--- src/rtl/mtc_regs.svh ---
`ifndef MTC_REGS_SVH
`define MTC_REGS_SVH
// Register byte offsets
`define MTC_OFS_CTRL 12'h400
`define MTC_OFS_STAT 12'h404
// Control register layout
`define MTC_EN_BIT 1
`define MTC_PAD_BIT 3
`define MTC_THR_LSB 4
`define MTC_THR_MSB 11
`define MTC_DIST_LSB 12
`define MTC_DIST_MSB 21
`define MTC_PAUSE_BIT 22
`define MTC_BURST_BIT 23
`define MTC_LATE_BIT 24
`define MTC_MULTI_BIT 28
`define MTC_LVL_LSB 29
`define MTC_LVL_MSB 30
`define MTC_CTRL_RST 32'h30000008
`define MTC_CTRL_WMASK 32'h7ffffffa
// Frame and slot sizes in byte times
`define MTC_MIN_FRAME 16'h0040
`define MTC_WIN_SLOW 16'h0040
`define MTC_WIN_GIG 16'h0200
`define MTC_BACKOFF_CAP 8'h0a
`define MTC_SLOT_MASK 10'h3ff
`define MTC_EXT_SYM 8'h0f
`define MTC_PAD_BYTE 8'h00
// Pause frame: 60 bytes before FCS, header then timer
`define MTC_PAUSE_LEN 16'h003c
`define MTC_PAUSE_HDR 128'h0180c2000001_000000000000_8808_0001
`define MTC_PAUSE_HDR_LEN 16'h0010
// Read staging levels in 16-byte lines
`define MTC_LINES_L0 4'h2
`define MTC_LINES_L1 4'h4
`define MTC_LINES_L2 4'h8
`define MTC_LVL_WHOLE 2'h3
`endif

--- src/rtl/mtc_pkg.sv ---
package mtc_pkg;
	typedef enum logic [1:0] {ST_IDLE, ST_XMIT, ST_BACKOFF} mtc_state_t;
	typedef struct packed {
		logic [31:0] ctrl;
		logic ack;
		logic [31:0] rdData;
		mtc_state_t st;
		logic [15:0] idx;
		logic [15:0] len;
		logic pause;
		logic [7:0] retries;
		logic [9:0] slots;
		logic [9:0] slotCnt;
		logic [15:0] lfsr;
		logic [7:0] txData;
		logic txEn;
		logic txEr;
		logic done;
		logic abort;
	} mtc_tx_t;
	typedef struct packed {
		logic [2:0] outst;
		logic [3:0] lines;
		logic pbRead;
	} mtc_rd_t;
endpackage : mtc_pkg

--- src/rtl/mtc_rd_if.sv ---
`timescale 1ns/1ps
interface mtc_rd_if;
	logic multi;
	logic [1:0] level;
	logic want;
	logic reqValid;
	logic reqReady;
	logic cpl;
	logic lineIn;
	logic staged;
	logic pbRead;
	modport dev (input multi, level, want, reqReady, cpl, lineIn, staged,
		output reqValid, pbRead);
	modport ctl (output multi, level, want, reqReady, cpl, lineIn, staged,
		input reqValid, pbRead);
endinterface : mtc_rd_if

--- src/rtl/mtc_read_ctl.sv ---
`timescale 1ns/1ps
`include "mtc_regs.svh"
module mtc_read_ctl #(
	parameter int MAX_OUT = 4
) (
	// Clock and reset
	input wire logic clk,
	input wire logic sys_rst,
	// Read path toward host and packet buffer
	mtc_rd_if.dev rd
);
	import mtc_pkg::*;

	if (MAX_OUT < 1 || MAX_OUT > 7) begin : g_chk
		$error("MAX_OUT must lie in 1..7");
	end

	mtc_rd_t s_r;
	mtc_rd_t s_nxt;
	logic [2:0] limit;
	logic [3:0] thr;
	logic fire;

	always_comb begin
		limit = rd.multi ? 3'(MAX_OUT) : 3'h1;
		case (rd.level)
			2'h0: thr = `MTC_LINES_L0;
			2'h1: thr = `MTC_LINES_L1;
			2'h2: thr = `MTC_LINES_L2;
			default: thr = 4'hf;
		endcase
	end

	assign rd.reqValid = rd.want && (s_r.outst < limit);
	assign rd.pbRead = s_r.pbRead;
	// Whole-request mode waits only for the staged marker
	assign fire = rd.staged || (rd.level != `MTC_LVL_WHOLE && s_r.lines >= thr);

	always_comb begin
		s_nxt = s_r;
		s_nxt.pbRead = fire;
		s_nxt.outst = s_r.outst + 3'(rd.reqValid && rd.reqReady) - 3'(rd.cpl && s_r.outst != 3'h0);
		if (fire) begin
			s_nxt.lines = 4'h0;
		end else if (rd.lineIn && s_r.lines != 4'hf) begin
			s_nxt.lines = s_r.lines + 4'h1;
		end
	end

	always_ff @(posedge clk) begin
		if (sys_rst) begin
			s_r <= '0;
		end else begin
			s_r <= s_nxt;
		end
	end
endmodule : mtc_read_ctl

--- src/rtl/mtc_tx_control.sv ---
// Chosen here: the Avalon-MM slave port.
`timescale 1ns/1ps
`include "mtc_regs.svh"
////////////////////////////////////////////////////////////////////////////////
// How it works
// - Frames start only while enable bit set; pause ignores it
// - Disable finishes current frame, then stops
// - Pad bit pads short frames to 64
// - Half duplex: retries capped by threshold field
// - Exponential back-off range stops after ten
// - Extension symbols up to distance plus one
// - No extension symbols at slower speeds
// - Pause request sends XOFF, then self-clears
// - Pause request not gated by duplex
// - Late collision retry bit, half duplex only
// - Late beyond 64 or 512 byte window
// - One read request, or four when multi
// - Multi-read bit loaded from nonvolatile memory
// - Packet buffer read at staging level
// - Reserved bits read back as zero
module mtc_tx_control #(
	parameter int MAX_OUT = 4
) (
	// Clock and reset
	input wire logic clk,
	input wire logic sys_rst,
	// Avalon-MM register slave
	input wire logic [11:0] avs_address,
	input wire logic avs_read,
	input wire logic avs_write,
	input wire logic [31:0] avs_writedata,
	input wire logic [3:0] avs_byteenable,
	output logic [31:0] avs_readdata,
	output logic avs_waitrequest,
	// Nonvolatile memory load
	input wire logic nvmLoad,
	input wire logic nvmMultiRead,
	// Frame source
	input wire logic frmValid,
	input wire logic [15:0] frmLen,
	input wire logic [7:0] frmByte,
	output logic [15:0] frmIdx,
	output logic txReady,
	output logic frmDone,
	output logic frmAbort,
	input wire logic [15:0] pauseTime,
	// PHY side
	input wire logic linkGig,
	input wire logic fullDuplex,
	input wire logic phyCol,
	output logic [7:0] phyTxd,
	output logic phyTxEn,
	output logic phyTxEr,
	// Host read and packet buffer
	input wire logic rdWant,
	output logic rdReqValid,
	input wire logic rdReqReady,
	input wire logic rdCpl,
	input wire logic lineIn,
	input wire logic reqStaged,
	output logic pbRead
);
	import mtc_pkg::*;

	if (MAX_OUT < 1 || MAX_OUT > 7) begin : g_chk
		$error("MAX_OUT must lie in 1..7");
	end

	mtc_tx_t s_r;
	mtc_tx_t s_nxt;
	mtc_rd_if rdBus();
	// A literal cannot be part-selected, so the header bytes live in a constant
	localparam logic [127:0] PauseHdr = `MTC_PAUSE_HDR;

	////////////////////////////////////////////////////////////////////////////
	// Read request side
	assign rdBus.multi = s_r.ctrl[`MTC_MULTI_BIT];
	assign rdBus.level = s_r.ctrl[`MTC_LVL_MSB:`MTC_LVL_LSB];
	assign rdBus.want = rdWant;
	assign rdBus.reqReady = rdReqReady;
	assign rdBus.cpl = rdCpl;
	assign rdBus.lineIn = lineIn;
	assign rdBus.staged = reqStaged;
	assign rdReqValid = rdBus.reqValid;
	assign pbRead = rdBus.pbRead;

	mtc_read_ctl #(
		.MAX_OUT(MAX_OUT)
	) u_read (
		.clk(clk),
		.sys_rst(sys_rst),
		.rd(rdBus)
	);

	////////////////////////////////////////////////////////////////////////////
	// Control fields
	logic enBit;
	logic padBit;
	logic lateRetry;
	logic [7:0] collThr;
	logic [9:0] collDist;
	assign enBit = s_r.ctrl[`MTC_EN_BIT];
	assign padBit = s_r.ctrl[`MTC_PAD_BIT];
	assign lateRetry = s_r.ctrl[`MTC_LATE_BIT];
	assign collThr = s_r.ctrl[`MTC_THR_MSB:`MTC_THR_LSB];
	assign collDist = s_r.ctrl[`MTC_DIST_MSB:`MTC_DIST_LSB];

	////////////////////////////////////////////////////////////////////////////
	// Byte kind for the current index
	logic [15:0] dataEnd;
	logic [15:0] extEnd;
	logic [15:0] window;
	logic [15:0] slotLen;
	logic inData;
	logic inPad;
	logic inExt;
	logic [7:0] pauseByte;
	logic [7:0] dataByte;
	logic halfCol;
	logic lateCol;

	always_comb begin
		dataEnd = (padBit && s_r.len < `MTC_MIN_FRAME) ? `MTC_MIN_FRAME : s_r.len;
		extEnd = 16'(collDist) + 16'h1;
		window = linkGig ? `MTC_WIN_GIG : `MTC_WIN_SLOW;
		slotLen = linkGig ? `MTC_WIN_GIG : `MTC_WIN_SLOW;
		inData = s_r.idx < s_r.len;
		inPad = !inData && s_r.idx < dataEnd;
		// Extension only on a gigabit link; slower links never see it
		inExt = !inData && !inPad && linkGig && s_r.idx < extEnd;
		// Source address left zero; the sending MAC is expected to patch it
		if (s_r.idx < `MTC_PAUSE_HDR_LEN) begin
			pauseByte = PauseHdr[8'(8'h7f - 8'(s_r.idx[3:0]) * 8'h8) -: 8];
		end else if (s_r.idx == `MTC_PAUSE_HDR_LEN) begin
			pauseByte = pauseTime[15:8];
		end else if (s_r.idx == `MTC_PAUSE_HDR_LEN + 16'h1) begin
			pauseByte = pauseTime[7:0];
		end else begin
			pauseByte = `MTC_PAD_BYTE;
		end
		dataByte = s_r.pause ? pauseByte : frmByte;
		halfCol = phyCol && !fullDuplex;
		lateCol = s_r.idx >= window;
	end

	////////////////////////////////////////////////////////////////////////////
	// Back-off range
	logic [7:0] nextTry;
	logic [3:0] rangeBits;
	logic [9:0] rangeMask;

	always_comb begin
		nextTry = s_r.retries + 8'h1;
		// Range growth stops at ten doublings
		rangeBits = (nextTry > `MTC_BACKOFF_CAP) ? 4'(`MTC_BACKOFF_CAP) : nextTry[3:0];
		rangeMask = `MTC_SLOT_MASK >> (4'ha - rangeBits);
	end

	////////////////////////////////////////////////////////////////////////////
	// Register bus
	logic busReq;
	logic hitCtrl;
	logic hitStat;
	logic [31:0] regRead;
	logic [31:0] wrMerge;

	assign busReq = avs_read || avs_write;
	assign hitCtrl = avs_address == `MTC_OFS_CTRL;
	assign hitStat = avs_address == `MTC_OFS_STAT;
	// First cycle of a request always stalls; answer lands on the second
	assign avs_waitrequest = busReq && !s_r.ack;
	assign avs_readdata = s_r.rdData;

	always_comb begin
		if (hitCtrl) begin
			regRead = s_r.ctrl & `MTC_CTRL_WMASK;
		end else if (hitStat) begin
			regRead = {s_r.idx, s_r.retries, 5'h0, enBit, 2'(s_r.st)};
		end else begin
			regRead = 32'h0;
		end
	end

	////////////////////////////////////////////////////////////////////////////
	// Next state
	always_comb begin
		s_nxt = s_r;
		s_nxt.done = 1'b0;
		s_nxt.abort = 1'b0;
		s_nxt.txEn = 1'b0;
		s_nxt.txEr = 1'b0;
		s_nxt.txData = 8'h0;
		s_nxt.lfsr = {s_r.lfsr[14:0], s_r.lfsr[15] ^ s_r.lfsr[13] ^ s_r.lfsr[12] ^ s_r.lfsr[10]};
		s_nxt.ack = busReq && !s_r.ack;
		if (busReq && !s_r.ack) begin
			s_nxt.rdData = regRead;
		end

		case (s_r.st)
			ST_IDLE: begin
				s_nxt.idx = 16'h0;
				s_nxt.retries = 8'h0;
				// Pause request ignores duplex and the enable bit
				if (s_r.ctrl[`MTC_PAUSE_BIT]) begin
					s_nxt.pause = 1'b1;
					s_nxt.len = `MTC_PAUSE_LEN;
					s_nxt.st = ST_XMIT;
				// Source still shows the finished frame while its end pulse stands
				end else if (enBit && frmValid && !s_r.done && !s_r.abort) begin
					s_nxt.pause = 1'b0;
					s_nxt.len = frmLen;
					s_nxt.st = ST_XMIT;
				end
			end
			ST_XMIT: begin
				// Collision before the window, or late with retry on
				if (halfCol && (!lateCol || lateRetry)) begin
					s_nxt.idx = 16'h0;
					if (s_r.retries >= collThr) begin
						s_nxt.abort = !s_r.pause;
						s_nxt.st = ST_IDLE;
						if (s_r.pause) begin
							s_nxt.ctrl[`MTC_PAUSE_BIT] = 1'b0;
						end
					end else begin
						s_nxt.retries = nextTry;
						s_nxt.slots = s_r.lfsr[9:0] & rangeMask;
						s_nxt.slotCnt = 10'h0;
						s_nxt.st = ST_BACKOFF;
					end
				end else if (inData || inPad) begin
					// A late collision with retry off is simply ridden out
					s_nxt.txEn = 1'b1;
					s_nxt.txData = inData ? dataByte : `MTC_PAD_BYTE;
					s_nxt.idx = s_r.idx + 16'h1;
				end else if (inExt) begin
					s_nxt.txEr = 1'b1;
					s_nxt.txData = `MTC_EXT_SYM;
					s_nxt.idx = s_r.idx + 16'h1;
				end else begin
					// Frame complete; enable is looked at again only in idle
					s_nxt.st = ST_IDLE;
					if (s_r.pause) begin
						s_nxt.ctrl[`MTC_PAUSE_BIT] = 1'b0;
					end else begin
						s_nxt.done = 1'b1;
					end
				end
			end
			ST_BACKOFF: begin
				// No jam is sent; the PHY side owns jamming
				if (s_r.slots == 10'h0) begin
					s_nxt.st = ST_XMIT;
				end else if (16'(s_r.slotCnt) == slotLen - 16'h1) begin
					s_nxt.slotCnt = 10'h0;
					s_nxt.slots = s_r.slots - 10'h1;
				end else begin
					s_nxt.slotCnt = s_r.slotCnt + 10'h1;
				end
			end
			default: begin
				s_nxt.st = ST_IDLE;
			end
		endcase

		// Software write lands after the hardware clear, so a set wins
		wrMerge = s_nxt.ctrl;
		for (int b = 0; b < 4; b++) begin
			if (avs_byteenable[b]) begin
				wrMerge[8 * b +: 8] = avs_writedata[8 * b +: 8];
			end
		end
		if (avs_write && s_r.ack && hitCtrl) begin
			s_nxt.ctrl = wrMerge & `MTC_CTRL_WMASK;
		end
		if (nvmLoad) begin
			s_nxt.ctrl[`MTC_MULTI_BIT] = nvmMultiRead;
		end
	end

	always_ff @(posedge clk) begin
		if (sys_rst) begin
			s_r <= '0;
			s_r.ctrl <= `MTC_CTRL_RST;
			s_r.lfsr <= 16'hace1;
		end else begin
			s_r <= s_nxt;
		end
	end

	////////////////////////////////////////////////////////////////////////////
	// Outputs
	// Frames wait at the source while disabled; only reset discards them
	assign txReady = enBit && s_r.st == ST_IDLE && !s_r.ctrl[`MTC_PAUSE_BIT]
		&& !s_r.done && !s_r.abort;
	assign frmIdx = s_r.idx;
	assign frmDone = s_r.done;
	assign frmAbort = s_r.abort;
	assign phyTxd = s_r.txData;
	assign phyTxEn = s_r.txEn;
	assign phyTxEr = s_r.txEr;
endmodule : mtc_tx_control
--- config.mk ---
export PLATFORM = sky130hd
export DESIGN_NAME = mtc_tx_control
export DESIGN_NICKNAME = d
export VERILOG_FILES = /design/src/rtl/mtc_pkg.sv /design/src/rtl/mtc_rd_if.sv /design/src/rtl/mtc_read_ctl.sv /design/src/rtl/mtc_tx_control.sv
export VERILOG_INCLUDE_DIRS = /design/src /design/src/rtl
export SDC_FILE = /design/constraint.sdc
export NUM_CORES = 1
export LEC_CHECK = 0
export BUFFER_PORTS_ARGS = -buffer_cell sky130_fd_sc_hd__buf_4
export CAP_MARGIN = 10
export CORE_UTILIZATION = 61
export DETAILED_ROUTE_END_ITERATION = 8
export PLACE_DENSITY = 0.85
export SETUP_SLACK_MARGIN = 0.05
export SLEW_MARGIN = 0
export SYNTH_ARGS = -nofsm -noshare
export SYNTH_HDL_FRONTEND = slang
export SYNTH_SLANG_ARGS = --single-unit
export TNS_END_PERCENT = 5
--- constraint.sdc ---
create_clock -name clk -period 5.7 [get_ports clk]
set_input_delay 1.14 -clock clk [delete_from_list [all_inputs] [get_ports clk]]
set_output_delay 1.14 -clock clk [all_outputs]
set_load 0.1 [all_outputs]
==> flow_summary.json, run 1 <==
{
  "period_share_pct": 67.4,
  "cp-end-kind": "flip-flop",
  "finalSetupViolations": 0,
  "clkTransAtPathRegs_ns": 0.06,
  "syn_nets": 1368,
  "clock_latency_ns": 0.43,
  "die_area_um2": 16100,
  "die_h_um": 127,
  "cts-resized-gates": 0,
  "worst_pin_slew_ns": 1.10,
  "die_x_um": 127,
  "cts_root_buffer": "clkbuf_16",
  "wl_per_cell_um": 17.1,
  "grt_pass1_vias": 8122,
  "finalHoldViolCount": 0,
  "min_from": "s_nxt[27]$_SDFF_PP0_",
  "syn_area_um2": 9520,
  "maxCapViolCount": 0,
  "syn_to_final_growth_pct": 14.6,
  "dr.first_iter.drc_count": 739,
  "slew_viol_final": 0,
  "dr_total_vias": 8797,
  "preCtsSetupSlack_ns": 1.68,
  "ys_async_sr_fraction_pct": 0,
  "cts_tree": "done",
  "syn_area_per_cell_um2": 8.01,
  "antenna_found_initial": 0,
  "synth_edf_count": 0,
  "grt_setup_unrepaired": "no",
  "nets": 1431,
  "finalWorstSetupSlack_ns": 1.86,
  "r2r_cells": 12,
  "maxSlewHeadroom_pct": 26.2,
  "timing.rr.start": "s_r[66]$_SDFFE_PP0P_",
  "worstPathArrival_ns": 4.17,
  "cts_hold_buf": 0,
  "grt_overflow_total": 0,
  "first_pass_iters": 5,
  "ys.flop_type": "dfxtp_1",
  "start_util_pct": 62.6,
  "dp_hpwl_um": 17400,
  "clock_skew_ns": 0.00900,
  "ys_seq_area_share_pct": 33.9,
  "rows": 45,
  "ys_warn_count": 0,
  "postSynthCellCount": 1189,
  "outcome": "completed",
  "critPathLaunch": "s_r[66]$_SDFFE_PP0P_",
  "place_congestion": 0.885,
  "setup_tns_ns": 0,
  "criticalPathCategory": "reg -> reg",
  "synth_seq_cells": 161,
  "grt_pass1_wl_um": 39600,
  "coreArea_um2": 15200,
  "grtUsageTotal_pct": 30.9,
  "io_buffers": 163,
  "hold_class": "reg -> reg",
  "post_cts_buffers": 0,
  "fmaxAchievable_mhz": 260,
  "ant_nets": 0,
  "period_needed_ns": 3.84,
  "drt-total-wl_um": 24800,
  "p_per_area_nw_per_um2": 233,
  "cts.sinks": 161,
  "grt_max_degree": 98,
  "required_ns": 6.03,
  "crit_path_start_kind": "flip-flop",
  "cts_buffer_depth": 2,
  "critPathMaxFanout": 8,
  "ys_types": 72,
  "h-tree-depth": 4,
  "ir_drop_mv": 0.260,
  "route.detailed.drc": 0,
  "p_leak_nw": 4.47,
  "drive_gt1_share_pct": 19.4,
  "vias_per_cell": 6.05,
  "numCtsBuffers": 17,
  "whs_path_depth": 1,
  "ios": 167,
  "diodes": 0
}
sequential cells by signal, summed over array words and instances (netlist names), 2 cells and up:
name          flops
s_r              54
frmIdx           16
rdBus.level       2
u_read.s_r        7
collThr           8
collDist         10
s_nxt            15
phyTxd            8
avs_readdata     32
cell usage in the layout (no fill, tap or decap), types with 22 or more instances in the layout:
cell type / Yosys / routed
buf_4: 58 / 167
nand2_1: 163 / 163
dfxtp_1: 161 / 161
a21oi_1: 108 / 108
ha_1: 75 / 75
nor2_1: 69 / 69
inv_1: 69 / 69
nand3_1: 55 / 55
o21ai_0: 42 / 42
and3_1: 22 / 22
kinds of logic (layout without fill, tap and decap cells):
logic type / after synthesis / after routing / share of synthesized area [%]
AOI/OAI and AO/OA: 283 / 283 / 19.4
xor gates and xnor gates: 20 / 20 / 1.84
adders and majority gates: 77 / 77 / 10.2
buffers and inverters: 194 / 270 / 10.1
DFF: 161 / 161 / 33.9
muxes: 22 / 22 / 2.56
and+or+nand+nor: 432 / 432 / 22.1
cell usage after synthesis, types with 20 or more instances:
master,number,area [um2]
a21oi_1,108,541
a31oi_1,20,125
and3_1,22,138
buf_4,58,435
clkbuf_1,60,225
dfxtp_1,161,3220
ha_1,75,938
inv_1,69,259
nand2_1,163,612
nand3_1,55,275
nor2_1,69,259
o21ai_0,42,210
through the flow:
step                      total power, mW  cell area [um2]  utilization (%)  instances  hold slack (ns)
after floorplan                      1.32             9520                -       1189            0.389
after global placement               1.40            10300             67.8       1419            0.393
after detailed placement             1.41            10300             67.8       1419            0.399
after CTS                            2.56            10900             71.7       1451            0.414
after global routing                 2.62            10900             71.8       1453            0.438
final                                2.55            10900             71.8       1453            0.411
report_power, final:
| group | total [mW] | switching [mW] | internal (mW) |
|---|---|---|---|
| clock | 1.16 | 0.474 | 0.689 |
| combinational | 0.221 | 0.118 | 0.103 |
| sequential | 1.16 | 0.0175 | 1.14 |
| total | 2.55 | 0.609 | 1.94 |
critical path, stage by stage, from the launching register on:
cell	delay (ns)
dfxtp_1	0.34
or4_1	0.56
nor2_1	0.17
nand3_1	0.20
nand2_1	0.13
ha_1	0.26
a21oi_1	0.14
o21ai_0	0.09
a211oi_1	0.28
o211ai_1	0.26
a311oi_1	0.96
a311o_1	0.29
nand2_1	0.05
layout make-up:
cell class                 count  area [um2]
timing repair buffer         169        1260
fill                        1209        4290
clock inverter                13         160
clock buffer                  19         433
inverter                      69         259
sequential                   161        3220
tap                          188         235
multi-input combinational    834        5330
final timing paths:
kind / to / slack, ns
worst max-delay path: frmIdx[12]$_SDFFE_PP0P_ / 1.86
worst min register to register: s_r[27]$_SDFF_PP1_ / 0.41
worst max register to register: frmIdx[12]$_SDFFE_PP0P_ / 1.86
worst min-delay path: s_r[27]$_SDFF_PP1_ / 0.41
layer usage:
metal,track usage (%),part of all wire [%]
met1,38.3,41
met5,0,0
met4,12.4,2.7
met2,53.2,49
met3,5.40,7.1
(Power assumes the default switching activity.)
==> run 2: changes to the inputs <==
--- a/config.mk
+++ b/config.mk
@@ -6,11 +6,12 @@
 export SDC_FILE = /design/constraint.sdc
 export NUM_CORES = 1
 export LEC_CHECK = 0
+export ABC_AREA = 1
 export BUFFER_PORTS_ARGS = -buffer_cell sky130_fd_sc_hd__buf_4
 export CAP_MARGIN = 10
-export CORE_UTILIZATION = 61
+export CORE_UTILIZATION = 52
 export DETAILED_ROUTE_END_ITERATION = 8
-export PLACE_DENSITY = 0.85
+export PLACE_DENSITY = 0.77
 export SETUP_SLACK_MARGIN = 0.05
 export SLEW_MARGIN = 0
 export SYNTH_ARGS = -nofsm -noshare
==> constraint.sdc (replaced) <==
create_clock -name clk -period 3.3 [get_ports clk]
set_input_delay 0.66 -clock clk [delete_from_list [all_inputs] [get_ports clk]]
set_output_delay 0.66 -clock clk [all_outputs]
set_load 0.1 [all_outputs]
==> flow_summary.json, run 2 <==
{
  "syn_area_um2": 9550,
  "dr_total_vias": 8804,
  "crit_family": "simple AND/OR/NAND/NOR gates",
  "ios": 167,
  "whs_path_depth": 1,
  "grt_max_degree": 65,
  "drive_gt1_share_pct": 17.4,
  "power_frac_clock_pct": 44.7,
  "ys_types": 51,
  "fill_cells": 1605,
  "synth-simple-area-share_pct": 22.1,
  "rows": 49,
  "hold_slack_ns": 0.411,
  "crit_chain": "nand3_1, nor2_1, nand2_1, nor3_1, nand3_1, xor2_1, ha_1, nand2_1, nor3_1, o21ai_0, nand3_1, nand3_1, nand2_1, nand2_1, nand2_1, a21oi_1",
  "clock_latency_ns": 0.44,
  "grtUsageTotal_pct": 26.4,
  "cts.sinks": 161,
  "netlist_top_cells_area": "dfxtp_1, ha_1, inv_1, nand2_1, a21oi_1",
  "regMostFlops": "s_r",
  "p_int_mw": 3.50,
  "critPathMaxFanout": 8,
  "grt_pass1_vias": 7865,
  "cp-end-kind": "flip-flop",
  "multi_input_area_um2": 4970,
  "slew_viol_final": 0,
  "cts_tree": "done",
  "switching_share_pct": 27.6,
  "critical_path_depth": 16,
  "die_x_um": 138,
  "syn_area_per_cell_um2": 7.35,
  "clock_skew_ns": 0.00992,
  "start_util_pct": 53.2,
  "synth_edf_count": 0,
  "yosys-mux-area-fraction_pct": 0,
  "die_h_um": 138,
  "layout_commonest_cell": "inv_1",
  "dp_hpwl_um": 18200,
  "combPwrFrac_pct": 12.9,
  "clkTransAtPathRegs_ns": 0.06,
  "cpMostUsedCell": "nand2_1",
  "ir_drop_mv": 0.340,
  "synth_seq_cells": 161,
  "ys.flop_type": "dfxtp_1",
  "diodes": 0,
  "synthTopCellsByCount": "inv_1, nand2_1, dfxtp_1, nor2_1, a21oi_1",
  "crit_path_start_kind": "flip-flop",
  "power_frac_seq_pct": 42.3,
  "synth_xor_xnor_area_share_pct": 2.29,
  "maxCapViolCount": 0,
  "worstPathArrival_ns": 3.28,
  "synth_top_area_share_pct": 33.7,
  "cts_hold_buf": 0,
  "syn_to_final_growth_pct": 17.5,
  "worst_pin_slew_ns": 0.719,
  "fmaxAchievable_mhz": 338,
  "hold_class": "reg -> reg",
  "place_congestion": 0.908,
  "coreArea_um2": 18000,
  "p_switching_mw": 1.33,
  "yosys.area_share.adder_pct": 10.0,
  "yosysMostFrequentCell": "inv_1",
  "grt_setup_unrepaired": "no",
  "seq_area_um2": 3220,
  "numCtsBuffers": 17,
  "synth_compound_area_share_pct": 17.5,
  "syn_nets": 1478,
  "vias_per_cell": 5.38,
  "criticalPathCategory": "reg -> reg",
  "p_leak_nw": 5.19,
  "finalWorstSetupSlack_ns": 0.344,
  "first_pass_iters": 5,
  "maxSlewHeadroom_pct": 52.1,
  "ant_nets": 0,
  "ys_seq_area_share_pct": 33.7,
  "period_share_pct": 89.6,
  "post_cts_buffers": 0,
  "route.detailed.drc": 0,
  "cts-resized-gates": 0,
  "r2r_cells": 16,
  "setup_tns_ns": 0,
  "finalSetupViolations": 0,
  "yosys.area.top_type": "dfxtp_1",
  "ys_warn_count": 0,
  "dr.first_iter.drc_count": 581,
  "ys_async_sr_fraction_pct": 0,
  "antenna_found_initial": 0,
  "finalHoldViolCount": 0,
  "slowest_delay_ns": 0.39,
  "grt_pass1_wl_um": 38500,
  "wl_per_cell_um": 14.8,
  "preCtsSetupSlack_ns": 0.351,
  "final_util_pct": 62.5,
  "cts_buffer_depth": 2,
  "cts_root_buffer": "clkbuf_16",
  "cpMaxStageDelayCell": "dfxtp_1",
  "h-tree-depth": 4,
  "grt_overflow_total": 0,
  "synth_top_family_by_area": "simple AND/OR/NAND/NOR gates",
  "io_buffers": 163,
  "cp_num_buf_inv": 0,
  "final_cell_mix": "inv_1, nand2_1, buf_4",
  "largest_register_ffs": 54,
  "p_per_area_nw_per_um2": 430,
  "postSynthCellCount": 1299,
  "nets": 1573,
  "outcome": "completed",
  "ff2ff_setup_slack_ns": 0.34,
  "required_ns": 3.62,
  "die_area_um2": 18900,
  "period_needed_ns": 2.96,
  "drt-total-wl_um": 24200
}
## run 2: cell count changes in the layout (fill, tap and decap cells not counted), moves of 13 or more
cell	previous run	this run
and3_1	22	2
nor3b_1	13	0
o211ai_1	12	32
nand2_1	163	183
nand3_1	55	76
a211oi_1	4	38
mux2_2	19	0
inv_1	69	198
nor2b_1	17	0
o221ai_1	2	22
nor2_1	69	111
a31oi_1	20	1
## run 2: per-stage QoR
step / instance area (um2) / std cells / total power [mW]
3_3_place_gp: 10600 / 1604 / 2.70
4_1_cts: 11200 / 1636 / 4.86
6_report: 11200 / 1636 / 4.83
5_1_grt: 11200 / 1636 / 4.98
3_5_place_dp: 10600 / 1604 / 2.71
2_1_floorplan: 9570 / 1299 / 2.54
## run 2: layout make-up
cell class	count	area share, %
Clock buffer	17	3.79
Clock inverter	15	1.97
Inverter	207	6.95
Multi-Input combinational cell	832	44.3
Sequential cell	161	28.7
Tap cell	229	2.55
Timing Repair Buffer	175	11.7
## run 2: routing by layer
| layer | part of all wire, % | global-route usage [%] | vias to the layer above | wire [um] |
|---|---|---|---|---|
| li1 | - | - | 4488 | - |
| met1 | 45 | 34.1 | 3995 | 11000 |
| met2 | 45 | 42.5 | 285 | 11000 |
| met3 | 7.1 | 6.81 | 36 | 1710 |
| met4 | 2.2 | 9.22 | 0 | 523 |
| met5 | 0 | 0 | - | 0 |
## run 2: worst reg2reg max path, stage by stage (launching register included)
cell	delay [ns]
dfxtp_1	0.39
nand3_1	0.14
nor2_1	0.11
nand2_1	0.08
nor3_1	0.25
nand3_1	0.14
xor2_1	0.16
ha_1	0.29
nand2_1	0.07
nor3_1	0.17
o21ai_0	0.12
nand3_1	0.19
nand3_1	0.35
nand2_1	0.20
nand2_1	0.07
nand2_1	0.06
a21oi_1	0.04
## run 2: kinds of logic after synthesis
logic type / after synthesis
AO/OA/AOI/OAI: 268
buffers and inverters: 306
AND/OR/NAND/NOR: 463
XOR/XNOR: 25
adder cells (fa/ha/maj): 76
flip-flops: 161
## run 2: path summary, 6_finish.rpt
| kind | startpoint | end |
|---|---|---|
| min | s_nxt[27]$_SDFF_PP0_ | s_r[27]$_SDFF_PP1_ |
| max reg2reg | collDist[2]$_SDFFE_PP0P_ | frmIdx[0]$_SDFFE_PP0P_ |
| min reg2reg | s_nxt[27]$_SDFF_PP0_ | s_r[27]$_SDFF_PP1_ |
| max | collDist[2]$_SDFFE_PP0P_ | frmIdx[0]$_SDFFE_PP0P_ |
## run 2: power by group through the flow
stage               clock (mW)  combinational (mW)  sequential, mW
detailed placement           0               0.624            2.09
global route              2.27               0.661            2.05
finish                    2.16               0.624            2.04
global placement             0               0.610            2.09
floorplan                    0               0.462            2.08
CTS                       2.19               0.626            2.04
==> run 3: changes to the inputs <==
--- a/config.mk
+++ b/config.mk
@@ -12,6 +12,7 @@
 export CORE_UTILIZATION = 52
 export DETAILED_ROUTE_END_ITERATION = 8
 export PLACE_DENSITY = 0.77
+export REMOVE_ABC_BUFFERS = 1
 export SETUP_SLACK_MARGIN = 0.05
 export SLEW_MARGIN = 0
 export SYNTH_ARGS = -nofsm -noshare
==> flow_summary.json, run 3 (synthesis gave the netlist of run 2 again) <==
{
  "dr.first_iter.drc_count": 663,
  "grt_use_met1_pct": 34.6,
  "crit_family": "simple AND/OR/NAND/NOR gates",
  "p_leak_nw": 5.18,
  "ios": 167,
  "crit_chain": "nand3_1, nor2_1, nand2_1, nor3_1, nand3_1, xor2_1, ha_1, nand2_1, nor3_1, o21ai_0, nand3_1, nand4_4, nand2_4, inv_1, nor2_1, nor2_1",
  "cp_num_buf_inv": 1,
  "ir_drop_mv": 0.319,
  "maxCapViolCount": 0,
  "antenna_found_initial": 0,
  "route.detailed.drc": 0,
  "outcome": "completed",
  "first_pass_iters": 5,
  "die_area_um2": 18900,
  "finalHoldViolCount": 0,
  "nets": 1573,
  "ant_nets": 0,
  "io_buffers": 163,
  "cpMaxStageDelayCell": "dfxtp_1",
  "h-tree-depth": 4,
  "setup_tns_ns": 0,
  "worstPathArrival_ns": 3.29,
  "slew_viol_final": 0,
  "period_needed_ns": 2.97,
  "final_cell_mix": "inv_1, nand2_1, buf_4",
  "grt_pass1_wl_um": 39400,
  "grt_pass1_vias": 8220,
  "finalSetupViolations": 0,
  "drive_gt1_share_pct": 17.5,
  "required_ns": 3.62,
  "crit_path_start_kind": "flip-flop",
  "hold_slack_ns": 0.404,
  "grt_max_degree": 61,
  "vias_per_cell": 5.35,
  "hold_class": "reg -> reg",
  "clock_skew_ns": 0.0130,
  "cp-end-kind": "flip-flop",
  "use_met2_pct": 44.2,
  "period_share_pct": 90.1,
  "clkTransAtPathRegs_ns": 0.06,
  "design_area_um2": 11200,
  "diodes": 0,
  "grtUsageTotal_pct": 26.6,
  "top_usage_layer": "met2",
  "gr-usage-met3_pct": 4.38,
  "post_cts_buffers": 0,
  "maxSlewHeadroom_pct": 53.6,
  "cts_buffer_depth": 2,
  "postPlaceCellArea_um2": 10600,
  "drt-total-wl_um": 24300,
  "slowest_delay_ns": 0.40,
  "grt_overflow_total": 0,
  "dp_hpwl_um": 17900,
  "critPathMaxFanout": 13,
  "clock_latency_ns": 0.44,
  "coreArea_um2": 18000,
  "largest_register_ffs": 54,
  "cts.sinks": 161,
  "dr_total_vias": 8756,
  "die_h_um": 138,
  "fmaxAchievable_mhz": 336,
  "syn_to_final_growth_pct": 17.3,
  "grt_setup_unrepaired": "no",
  "cts_root_buffer": "clkbuf_16",
  "p_per_area_nw_per_um2": 430,
  "cts-resized-gates": 0,
  "rows": 49,
  "criticalPathCategory": "reg -> reg",
  "wl_per_cell_um": 14.9,
  "die_x_um": 138,
  "cts_tree": "done",
  "worst_pin_slew_ns": 0.696,
  "start_util_pct": 53.2,
  "numCtsBuffers": 17,
  "regMostFlops": "s_r",
  "cts_hold_buf": 0,
  "place_congestion": 0.880,
  "layout_commonest_cell": "inv_1"
}
==> run 3: cell types whose count changed in the layout (fill, tap and decap cells not counted) <==
cell,delta
clkbuf_8,+1
clkinv_1,-1
clkinv_4,+1
clkinvlp_4,+2
inv_2,+1
inv_6,-2
inv_8,-2
nand3_1,-1
nand3_2,+1
nor4_1,+1
nor4_4,-1
==> run 3: where the power goes <==
part,switching (mW),internal [mW]
sequential,0.0430,2.00
combinational,0.418,0.203
clock,0.851,1.30
total,1.31,3.50
==> run 3: through the flow <==
stage	worst slack, ns	total power, mW	util, %	std cells
floorplan	-1.32	2.48	-	1200
global placement	0.436	2.69	58.8	1604
detailed placement	0.356	2.71	58.8	1604
CTS	0.344	4.84	62.4	1636
global route	0.0436	4.97	62.4	1636
finish	0.326	4.82	62.4	1636
==> run 3: final timing paths <==
path         slack, ns                      to                      from  depth (start not counted)
min reg2reg       0.40    s_nxt[25]$_SDFF_PP0_      s_nxt[24]$_SDFF_PP1_                          2
max reg2reg       0.33  frmIdx[9]$_SDFFE_PP0P_  collDist[2]$_SDFFE_PP0P_                         16
max               0.33  frmIdx[9]$_SDFFE_PP0P_  collDist[2]$_SDFFE_PP0P_                         16
min               0.40    s_nxt[25]$_SDFF_PP0_      s_nxt[24]$_SDFF_PP1_                          2
==> run 3: layout make-up <==
type	instances	area (um2)
clock buffers	18	439
clock inverters	14	205
fillers	1631	6760
inverters	207	779
multi-input cells	832	4960
flip-flops and latches	161	3220
well taps	229	287
repair buffers	175	1310
==> run 3: worst register-to-register path, cell delays in order (launching register included) <==
cell and delay, ns:
dfxtp_1 0.40, nand3_1 0.14, nor2_1 0.10, nand2_1 0.08, nor3_1 0.27, nand3_1 0.14
xor2_1 0.16, ha_1 0.29, nand2_1 0.06, nor3_1 0.19, o21ai_0 0.13, nand3_1 0.21
nand4_4 0.20, nand2_4 0.19, inv_1 0.13, nor2_1 0.12, nor2_1 0.05
==> run 3: per-layer routing <==
layer,wire length (um),share of wire [%],vias up
li1,-,-,4487
met1,11200,46,3989
met2,11200,46,247
met3,1360,5.6,33
met4,537,2.2,0
met5,0,0,-
